[src/design/ccgc_pkg.sv]
// ccgc_pkg: constants for the cpu clock generator control block
// assumes nothing beyond a systemverilog compiler
package ccgc_pkg;
	localparam logic [15:0] CCGC_CPU_CLOCK_CONTROL_ADDR = 16'hFFFB;
	localparam logic [7:0] CCGC_CPU_CLOCK_CONTROL_RESET = 8'h02;
	localparam int CCGC_SLOW_SELECT_BIT = 1;
	localparam logic [7:0] CCGC_WRITE_MASK = 8'h02;
	localparam int CCGC_STAB_EXP = 15;
	localparam int CCGC_STAB_CYCLES = 1 << CCGC_STAB_EXP;
	localparam int CCGC_DIV_WIDTH = 2;
	localparam int CCGC_INSTR_PERIODS = 2;
	localparam int CCGC_FAST_TO_SLOW_MAX = 4;
	localparam int CCGC_SLOW_TO_FAST_MAX = 2;
	localparam int CCGC_PERIPH_DIV_WIDTH = 8;
	typedef enum logic [1:0] {
		CCGC_ST_RESET = 2'b00,
		CCGC_ST_WAIT = 2'b01,
		CCGC_ST_RUN = 2'b10,
		CCGC_ST_STOP = 2'b11
	} ccgc_state_e;
endpackage : ccgc_pkg

[src/design/ccgc_divider.sv]
// ccgc_divider: free-running divider on the system oscillator clock
// assumes i_osc_run gates counting; counter holds while the oscillator is stopped
`timescale 1ns/1ps
`default_nettype none
module ccgc_divider #(
	parameter int WIDTH = 8
) (
	input wire logic i_core_clk,
	input wire logic i_rst,
	input wire logic i_osc_run,
	output logic [WIDTH-1:0] o_count
);
	import ccgc_pkg::*;
	logic [WIDTH-1:0] count;
	logic [WIDTH-1:0] next_count;
	if (WIDTH < CCGC_DIV_WIDTH) begin : g_bad_width
		$error("divider too narrow");
	end
	always_comb begin
		next_count = count;
		if (i_osc_run) begin
			next_count = count + {{(WIDTH-1){1'b0}}, 1'b1};
		end
	end
	always_ff @(posedge i_core_clk) begin
		if (i_rst) begin
			count <= '0;
		end else begin
			count <= next_count;
		end
	end
	assign o_count = count;
endmodule : ccgc_divider
`default_nettype wire

[src/design/ccgc_top.sv]
// ccgc_top: cpu clock generator control, one 8-bit control register
// assumes i_core_clk stands for the system oscillator clock and the cpu bus
// writes 1-bit or 8-bit accesses on i_wr_en with a bit mask in i_wr_mask
//
// Contract
// - reset loads the control register with 0x02, selecting the slow cpu clock.
// - bit 1 picks the cpu clock: 0 is the oscillator clock, 1 is that clock divided by 4.
// - the shortest instruction lasts two periods of the selected cpu clock.
// - after the select bit changes the old clock runs on, at most 4 clocks fast to slow and 2 slow to fast; the code lets up to 1 and 4 oscillator clocks pass.
// - while the reset pin is low the oscillator is held stopped.
// - on reset release the oscillator starts and a 2^15 cycle stabilisation wait runs before cpu release.
// - after the wait the cpu starts on the slow clock selected by reset.
// - peripheral clocks are divisions of the oscillator clock and stop with it.
// - the stop instruction halts the oscillator, and a halt standby mode is also offered.
// - the control register takes both single-bit and full 8-bit writes.
`timescale 1ns/1ps
`default_nettype none
module ccgc_top #(
	parameter int STAB_CYCLES = ccgc_pkg::CCGC_STAB_CYCLES,
	parameter int PERIPH_WIDTH = ccgc_pkg::CCGC_PERIPH_DIV_WIDTH
) (
	input wire logic i_core_clk,
	input wire logic i_rst,
	input wire logic i_reset_n,
	input wire logic [15:0] i_addr,
	input wire logic i_wr_en,
	input wire logic [7:0] i_wr_mask,
	input wire logic [7:0] i_wr_data,
	input wire logic i_stop_req,
	input wire logic i_halt_req,
	input wire logic i_wake,
	output logic [7:0] o_rd_data,
	output logic o_osc_run,
	output logic o_cpu_reset,
	output logic o_cpu_clk_en,
	output logic o_instr_tick,
	output logic o_cpu_slow,
	output logic o_halted,
	output logic [PERIPH_WIDTH-1:0] o_periph_clk
);
	import ccgc_pkg::*;
	localparam int STAB_W = $clog2(STAB_CYCLES + 1);
	if (STAB_CYCLES < 1) begin : g_bad_stab
		$error("stabilisation count must be positive");
	end
	if (PERIPH_WIDTH < CCGC_DIV_WIDTH) begin : g_bad_periph
		$error("peripheral divider too narrow");
	end
	// the slow clock is a divide by four, so the boundary compare needs a two-bit field
	if (CCGC_DIV_WIDTH != 2) begin : g_bad_div
		$error("slow divider field must be two bits");
	end
	if (CCGC_SLOW_SELECT_BIT > 7) begin : g_bad_sel
		$error("select bit outside the control register");
	end

	ccgc_state_e state, next_state;
	logic [7:0] ctrl, next_ctrl;
	logic sel_slow, next_sel_slow;
	logic [STAB_W-1:0] stab_cnt, next_stab_cnt;
	logic halted, next_halted;
	logic osc_run, next_osc_run;
	logic cpu_reset, next_cpu_reset;
	logic clk_en, next_clk_en;
	logic tick, next_tick;
	logic phase, next_phase;
	logic [7:0] rd_data, next_rd_data;
	logic [PERIPH_WIDTH-1:0] div_count;
	logic [PERIPH_WIDTH-1:0] periph, next_periph;
	logic boundary;
	logic cpu_edge;

	// oscillator runs only in the wait and run states
	ccgc_divider #(.WIDTH(PERIPH_WIDTH)) u_div (
		.i_core_clk(i_core_clk),
		.i_rst(i_rst),
		.i_osc_run(next_osc_run),
		.o_count(div_count)
	);

	// old-clock boundary: fast clock edges every cycle, slow at counter wrap
	assign boundary = sel_slow ? (div_count[CCGC_DIV_WIDTH-1:0] == 2'h3) : 1'b1;
	// halt gates only the cpu enable; oscillator and peripheral clocks keep running
	assign cpu_edge = osc_run && !cpu_reset && !halted && boundary;

	function automatic logic [7:0] ccgc_merge(input logic [7:0] old_v, input logic [7:0] mask,
		input logic [7:0] data);
		ccgc_merge = ((old_v & ~mask) | (data & mask)) & CCGC_WRITE_MASK;
	endfunction : ccgc_merge

	// one address decoder shared by the write path and the read path
	function automatic logic ccgc_addr_hit(input logic [15:0] a);
		ccgc_addr_hit = (a == CCGC_CPU_CLOCK_CONTROL_ADDR);
	endfunction : ccgc_addr_hit

	always_comb begin
		next_state = state;
		next_ctrl = ctrl;
		next_sel_slow = sel_slow;
		next_stab_cnt = stab_cnt;
		next_halted = halted;
		next_osc_run = osc_run;
		next_cpu_reset = cpu_reset;
		if (i_wr_en && ccgc_addr_hit(i_addr)) begin
			// reserved bits forced to zero so a careless write cannot disturb them
			next_ctrl = ccgc_merge(ctrl, i_wr_mask, i_wr_data);
		end
		// select follows the register only on a boundary of the old clock, so at most
		// one old-clock period (1 fast clock fast to slow, 1 slow period = 4 fast clocks slow to fast) passes
		if (boundary) begin
			next_sel_slow = ctrl[CCGC_SLOW_SELECT_BIT];
		end
		case (state)
			CCGC_ST_RESET: begin
				next_osc_run = 1'b0;
				next_cpu_reset = 1'b1;
				next_stab_cnt = '0;
				next_halted = 1'b0;
				if (i_reset_n) begin
					next_state = CCGC_ST_WAIT;
					next_osc_run = 1'b1;
				end
			end
			CCGC_ST_WAIT: begin
				next_stab_cnt = stab_cnt + {{(STAB_W-1){1'b0}}, 1'b1};
				if (stab_cnt == STAB_W'(STAB_CYCLES - 1)) begin
					next_state = CCGC_ST_RUN;
					next_cpu_reset = 1'b0;
				end
			end
			CCGC_ST_RUN: begin
				if (i_stop_req) begin
					next_state = CCGC_ST_STOP;
					next_osc_run = 1'b0;
				end else if (i_halt_req) begin
					next_halted = 1'b1;
				end else if (i_wake) begin
					next_halted = 1'b0;
				end
			end
			CCGC_ST_STOP: begin
				// restart needs the same settling wait as power-up
				if (i_wake) begin
					next_state = CCGC_ST_WAIT;
					next_osc_run = 1'b1;
					next_stab_cnt = '0;
					next_cpu_reset = 1'b1;
				end
			end
			default: begin
				next_state = CCGC_ST_RESET;
			end
		endcase
		// the reset pin overrides every state, so the oscillator stops on the edge it goes low
		if (!i_reset_n) begin
			next_state = CCGC_ST_RESET;
			next_osc_run = 1'b0;
			next_cpu_reset = 1'b1;
			next_ctrl = CCGC_CPU_CLOCK_CONTROL_RESET;
			next_sel_slow = 1'b1;
		end
	end

	always_comb begin
		next_clk_en = cpu_edge;
		next_phase = phase;
		next_tick = 1'b0;
		if (cpu_reset) begin
			next_phase = 1'b0;
		end else if (cpu_edge) begin
			// one instruction slot spans two cpu clock periods
			next_phase = ~phase;
			next_tick = phase;
		end
		// read data shows the value after this edge, so a write reads back at once
		next_rd_data = ccgc_addr_hit(i_addr) ? next_ctrl : 8'h00;
		// peripheral tap lags the divider by one cycle and freezes on the stopping edge
		next_periph = next_osc_run ? div_count : periph;
	end

	always_ff @(posedge i_core_clk) begin
		if (i_rst) begin
			state <= CCGC_ST_RESET;
			ctrl <= CCGC_CPU_CLOCK_CONTROL_RESET;
			sel_slow <= 1'b1;
			stab_cnt <= '0;
			halted <= 1'b0;
			osc_run <= 1'b0;
			cpu_reset <= 1'b1;
			clk_en <= 1'b0;
			tick <= 1'b0;
			phase <= 1'b0;
			rd_data <= 8'h00;
			periph <= '0;
		end else begin
			state <= next_state;
			ctrl <= next_ctrl;
			sel_slow <= next_sel_slow;
			stab_cnt <= next_stab_cnt;
			halted <= next_halted;
			osc_run <= next_osc_run;
			cpu_reset <= next_cpu_reset;
			clk_en <= next_clk_en;
			tick <= next_tick;
			phase <= next_phase;
			rd_data <= next_rd_data;
			periph <= next_periph;
		end
	end

	assign o_rd_data = rd_data;
	assign o_osc_run = osc_run;
	assign o_cpu_reset = cpu_reset;
	assign o_cpu_clk_en = clk_en;
	assign o_instr_tick = tick;
	assign o_cpu_slow = sel_slow;
	assign o_halted = halted;
	assign o_periph_clk = periph;
endmodule : ccgc_top
`default_nettype wire

[config.mk]
export PLATFORM = sky130hd
export DESIGN_NAME = ccgc_top
export DESIGN_NICKNAME = d
export VERILOG_FILES = /design/src/design/ccgc_pkg.sv /design/src/design/ccgc_divider.sv /design/src/design/ccgc_top.sv
export SDC_FILE = /design/constraint.sdc
export NUM_CORES = 1
export LEC_CHECK = 0
export ABC_CLOCK_PERIOD_IN_PS = 1800
export BUFFER_PORTS_ARGS = -buffer_cell sky130_fd_sc_hd__buf_2
export CORE_MARGIN = 10
export CORE_UTILIZATION = 47
export DETAILED_ROUTE_END_ITERATION = 16
export GPL_TIMING_DRIVEN = 0
export PLACE_DENSITY = 0.81
export SYNTH_ARGS = -nofsm -noshare
export SYNTH_HDL_FRONTEND = slang
export SYNTH_SLANG_ARGS = --single-unit
[constraint.sdc]
create_clock -name i_core_clk -period 1.8 [get_ports i_core_clk]
set_input_delay 0.18 -clock i_core_clk [delete_from_list [all_inputs] [get_ports i_core_clk]]
set_output_delay 0.18 -clock i_core_clk [all_outputs]
set_load 0.05 [all_outputs]
**Word-level counts from Yosys, hierarchy flattened**

Cells that the tools add are included.

- Register bits after elaboration: 57
- Logic and storage cells: 71
- Input port bits: 39

- Bitwise operators: 8
- Multiplexer cells: 20
- Eq/ne operators: 11
- Reduce and logical (&&, ||, !) cells: 17
- Add/sub/neg operators: 2

Operators by type and width:

| operator | count |
|---|---|
| one-hot mux 16 bit (3 select lines) | 1 |
| adder 16 x 1 -> 16 bit, second input constant | 1 |
| == test 16 x 15 -> 1 bit, second input constant | 1 |
| == test 16 bit, second input constant | 1 |
| two-way mux 16 bit | 1 |
| two-way mux 8 bit | 2 |
| two-way mux 1 bit | 9 |
| AND reduction 3 bit | 3 |
| adder 8 x 1 -> 8 bit, second input constant | 1 |
| inequality test 2 bit, second input constant | 4 |
| one-hot mux 2 bit (4 select lines) | 1 |
| == test 2 bit, second input constant | 3 |
| two-way mux 2 bit | 3 |
| one-hot mux 1 bit (3 select lines) | 2 |
| OR reduction 2 bit | 3 |
| bitwise AND 2 bit | 2 |
| logical AND 1 bit | 4 |
| NOT 1 bit | 4 |
| inequality test 3 bit, second input constant | 1 |
| nonzero test 3 bit | 1 |
| OR reduction 3 bit | 1 |
| == test 2 x 1 -> 1 bit, second input constant | 1 |
| logical NOT 1 bit | 2 |
| logical NOT 2 bit | 1 |
| 5 further kinds | 5 |

**Logic depth before layout (Yosys ltp)**

- Word-level depth: 6
- Depth in mapped cells: 9

**Modules after synthesis**

A second synthesis with hierarchy kept.

- Cells, all modules: 262
- Area total of the unflattened synthesis: 2,416.1 um2

By module, submodules not included:

| module | area an instance (um2) | cells an instance | instances |
|---|---|---|---|
| ccgc_top | 2,077.0 | 225 | 1 |
| ccgc_divider | 339.1 | 37 | 1 |

**Worst setup path before layout**

OpenSTA, ideal clock, no wires.

- Path type: flip-flop to flip-flop
- From: register state[0]
- To: register u_div.count[2] (netlist: u_div.o_count[2])
- Arrival: 1.686 ns
- Setup time: 0.128 ns
- Setup slack: -0.014 ns
- Cell stages (with the launch flop): 10
- Data required time: 1.672 ns
- Path buffers: 2
- Cell sequence: dfxtp_1 inv_1 ha_1 buf_6 nor2b_4 o311a_4 buf_6 o21ai_2 xor2_1 nor2_1

- Cells in the longest elaborated chain, start to end: 3

Ends and longest elaborated chain:

| element | RTL line | source |
|---|---|---|
| from (decl) | ccgc_top.sv:57 | `ccgc_state_e state, next_state;` |
| from (signal assigned) | ccgc_top.sv:196 | `state <= next_state;` |
| == test 2 bit or logical NOT 2 bit (tied branches) | ccgc_top.sv:113 | `case (state)` |
| one-hot mux 1 bit (3 select lines) (*) | ccgc_top.sv:113 |  |
| two-way mux 1 bit (*) | ccgc_top.sv:155 | `if (!i_reset_n) begin` |
| to (signal assigned) | ccgc_divider.sv:29 | `count <= next_count;` |
| to (decl) | ccgc_divider.sv:14 | `logic [WIDTH-1:0] count;` |

Every way passes the cells marked *; elsewhere a longest branch is shown, timed or not.
A chain may end at the register's enable or synchronous reset.

**Worst setup path after layout**

Same ends and word-level chain as after synthesis.

==> summary.md <==
| Metric | Value |
|---|---|
| Status | `finished clean` |
| Largest fanout on the critical path | `6` |
| Bufs on Longest Clock Path | `2` |
| Max Cap Violations | `0` |
| Yosys top cell area share | `0.4684` |
| TritonCTS Buffers | `9` |
| Pre-CTS WS | `-0.1308 ns` |
| Area leader, netlist | `dfxtp_1` |
| Root buffer cell | `clkbuf_8` |
| Number of diodes | `0` |
| Transition time of the tightest slew-check pin | `0.4602 ns` |
| Synth-to-layout area growth | `29.17%` |
| DR iter-0 viols | `116` |
| H-tree Lvls | `3` |
| Largest net degree at the start of global routing | `11` |
| Worst skew pair latency | `0.33 ns` |
| Final min period | `1.753 ns` |
| DP Area | `0.002755 mm2` |
| Drt wl/cell | `14.53 um` |
| Residual DRC | `0` |
| Vias in the first global route | `1899` |
| Crit-path max cell delay | `0.41 ns` |
| Post-route setup slack | `0.04735 ns` |
| EDFF count, synth | `0` |
| Cell chain of the critical path | `buf_4 > ha_4 > o311a_4 > buf_6 > o21ai_2 > xor2_1 > nor2_1` |
| Final setup fails | `0` |
| TritonCTS clock tree | `yes` |
| Die ar. | `0.008463 mm2` |
| Number of synthesized register bits | `57` |
| Power Density | `879.9 mW/mm2` |
| Startpoint types | `flop` |
| Post-route cell area | `0.003147 mm2` |
| CP Class | `flop to flop` |
| GRT overflow | `0` |
| Site row count | `26` |
| Starting Density | `0.4800` |
| Vias per std cell | `5.013` |
| Slew margin rel. | `0.6932` |
| Clk sinks | `57` |
| GRT Total Usage | `0.1267` |
| Gate Count Post-Synth | `253` |
| Core area | `0.005075 mm2` |
| Ports | `61` |
| Synth unique cells | `43` |
| Die Y | `92.00 um` |
| DR vias | `1980` |
| Top post-synthesis cells by area | `dfxtp_1 (47%), xor2_1 (6.1%), nor2_1 (4.8%)` |
| Nets@finish | `366` |
| Max VDD drop | `0.5272 mV` |
| Reg clk slew, reported paths | `0.06 ns` |
| Final Hold Fails | `0` |
| Cell with the most instances after synthesis | `dfxtp_1` |
| CP required | `2.00 ns` |
| Synth cell count leaders | `dfxtp_1 (57), nor2_1 (31), nand2_1 (24)` |
| Register area share after synthesis | `0.4684` |
| Drt first pass iters | `5` |
| Final Skew | `0.005772 ns` |
| YS warnings | `0` |
| Fmax | `570.6 MHz` |
| Antenna violations before repair | `0` |
| Post-route ant nets | `0` |
| Fraction of registers with async set/reset | `0` |
| CP Data Arrival Time | `1.95 ns` |
| Final period util | `0.9737` |
| Power, Total | `2.769 mW` |
| Crit. End Element | `flop` |
| First-pass GRT wire length | `8535 um` |
| Hold WC Path Type | `input port to flop` |
| DP Wirelength | `3813 um` |
| RSZ-0062 raised after global routing | `true` |
| Port Buf Inserts | `46` |
| Total Wirelength | `5741 um` |
| Max-slew violations | `0` |
| Synthesized area | `0.002436 mm2` |
| Lkg Pwr | `1.233 nW` |
| Die X | `92.00 um` |
| Routability cong. | `0.8487` |
| Top_reg_cell synth | `dfxtp_1` |
| CP max-delay cell | `o311a_4` |
| Share of cells above drive strength 1 | `0.3323` |
| Syn Area/Cell | `9.629 um2` |
| Syn Nets | `299` |
## final timing paths
check / startpoint / endpoint / slack (ns) / depth (start not counted)
max: state[0] / u_div.o_count[2] / 0.05 / 7
min: i_rst / o_cpu_clk_en / 0.09 / 2
max reg2reg: state[0] / u_div.o_count[2] / 0.05 / 7
min reg2reg: ctrl[4] / o_rd_data[4] / 0.45 / 1
## layer usage
| layer | routed length (um) | vias to the layer above | global-route usage | part of all wire |
|---|---|---|---|---|
| met4 | 119 | 0 | 0.05913 | 0.021 |
| met2 | 2823 | 47 | 0.2024 | 0.49 |
| met3 | 298 | 7 | 0.05460 | 0.052 |
| met1 | 2501 | 913 | 0.1429 | 0.44 |
| li1 | - | 1013 | - | - |
| met5 | 0 | - | 0 | 0 |
## worst max-delay path: cells and delay by family, from the launching register on
| kind | cells | cell delay (ns) |
|---|---|---|
| compound gates | 2 | 0.54 |
| flops | 1 | 0.37 |
| buf+inv | 2 | 0.31 |
| fa+ha+maj | 1 | 0.19 |
| xor+xnor | 1 | 0.17 |
| simple gates | 1 | 0.05 |
## cells in the final DEF, fill, tap and decap left out, types with 6 or more instances in the layout
| master | count |
|---|---|
| buf_4 | 9 |
| nand2_1 | 24 |
| a21oi_1 | 15 |
| nor2_1 | 30 |
| o21ai_0 | 11 |
| buf_2 | 48 |
| nor3_1 | 6 |
| nand3_1 | 7 |
| and2_1 | 16 |
| xor2_1 | 17 |
| nand4_1 | 9 |
| clkbuf_8 | 9 |
| dfxtp_1 | 55 |
## kinds of logic after synthesis
family	Yosys count	share of synthesized area
AO/OA/AOI/OAI	38	0.1058
XOR/XNOR	22	0.07909
adder cells (fa/ha/maj)	7	0.03595
buffers and inverters	12	0.03030
flip-flops	57	0.4684
multiplexers	1	0.004622
AND/OR/NAND/NOR	116	0.2758
## sequential cells by signal, summed over array words and instances (netlist names)
name / cells
ctrl: 8
o_periph_clk: 8
stab_cnt: 16
o_halted: 1
phase: 1
o_cpu_slow: 1
o_cpu_clk_en: 1
o_rd_data: 8
state: 2
o_osc_run: 1
o_cpu_reset: 1
o_instr_tick: 1
u_div.o_count: 8
## power by group
part	internal [mW]	switching (mW)
clock	0.766	0.488
sequential	1.27	0.0199
combinational	0.0901	0.130
total	2.13	0.638
## repair_timing
| item | CTS | global route |
|---|---|---|
| gates resized for setup | 5 | 22 |
| hold buffers | 0 | 0 |
| pin swaps | 4 | 12 |
| setup buffers | 3 | 6 |
| endpoints found under the setup margin | 11 | 22 |
| gates cloned | 1 | 1 |
## metrics by stage
stage,TNS [ns],instances,util,hold WS (ns)
floorplan,0,253,-,0.2633
global placement,-0.1705,369,0.5429,0.4182
detailed placement,-0.3796,369,0.5429,0.4245
CTS,0,389,0.5922,0.07620
global route,-0.1176,395,0.6201,0.09010
finish,0,395,0.6201,0.09250
## cell type report
cell class                      instances  area (um2)
Buffer                                  8       57.56
Clock buffer                            9       123.9
Clock inverter                          7       85.08
Fill cell                             429        1928
Inverter                                3       13.76
Multi-Input combinational cell        185        1328
Sequential cell                        57        1149
Tap cell                               70       87.58
Timing Repair Buffer                   56       302.8
No activity file was read; power rests on OpenSTA's default activity.
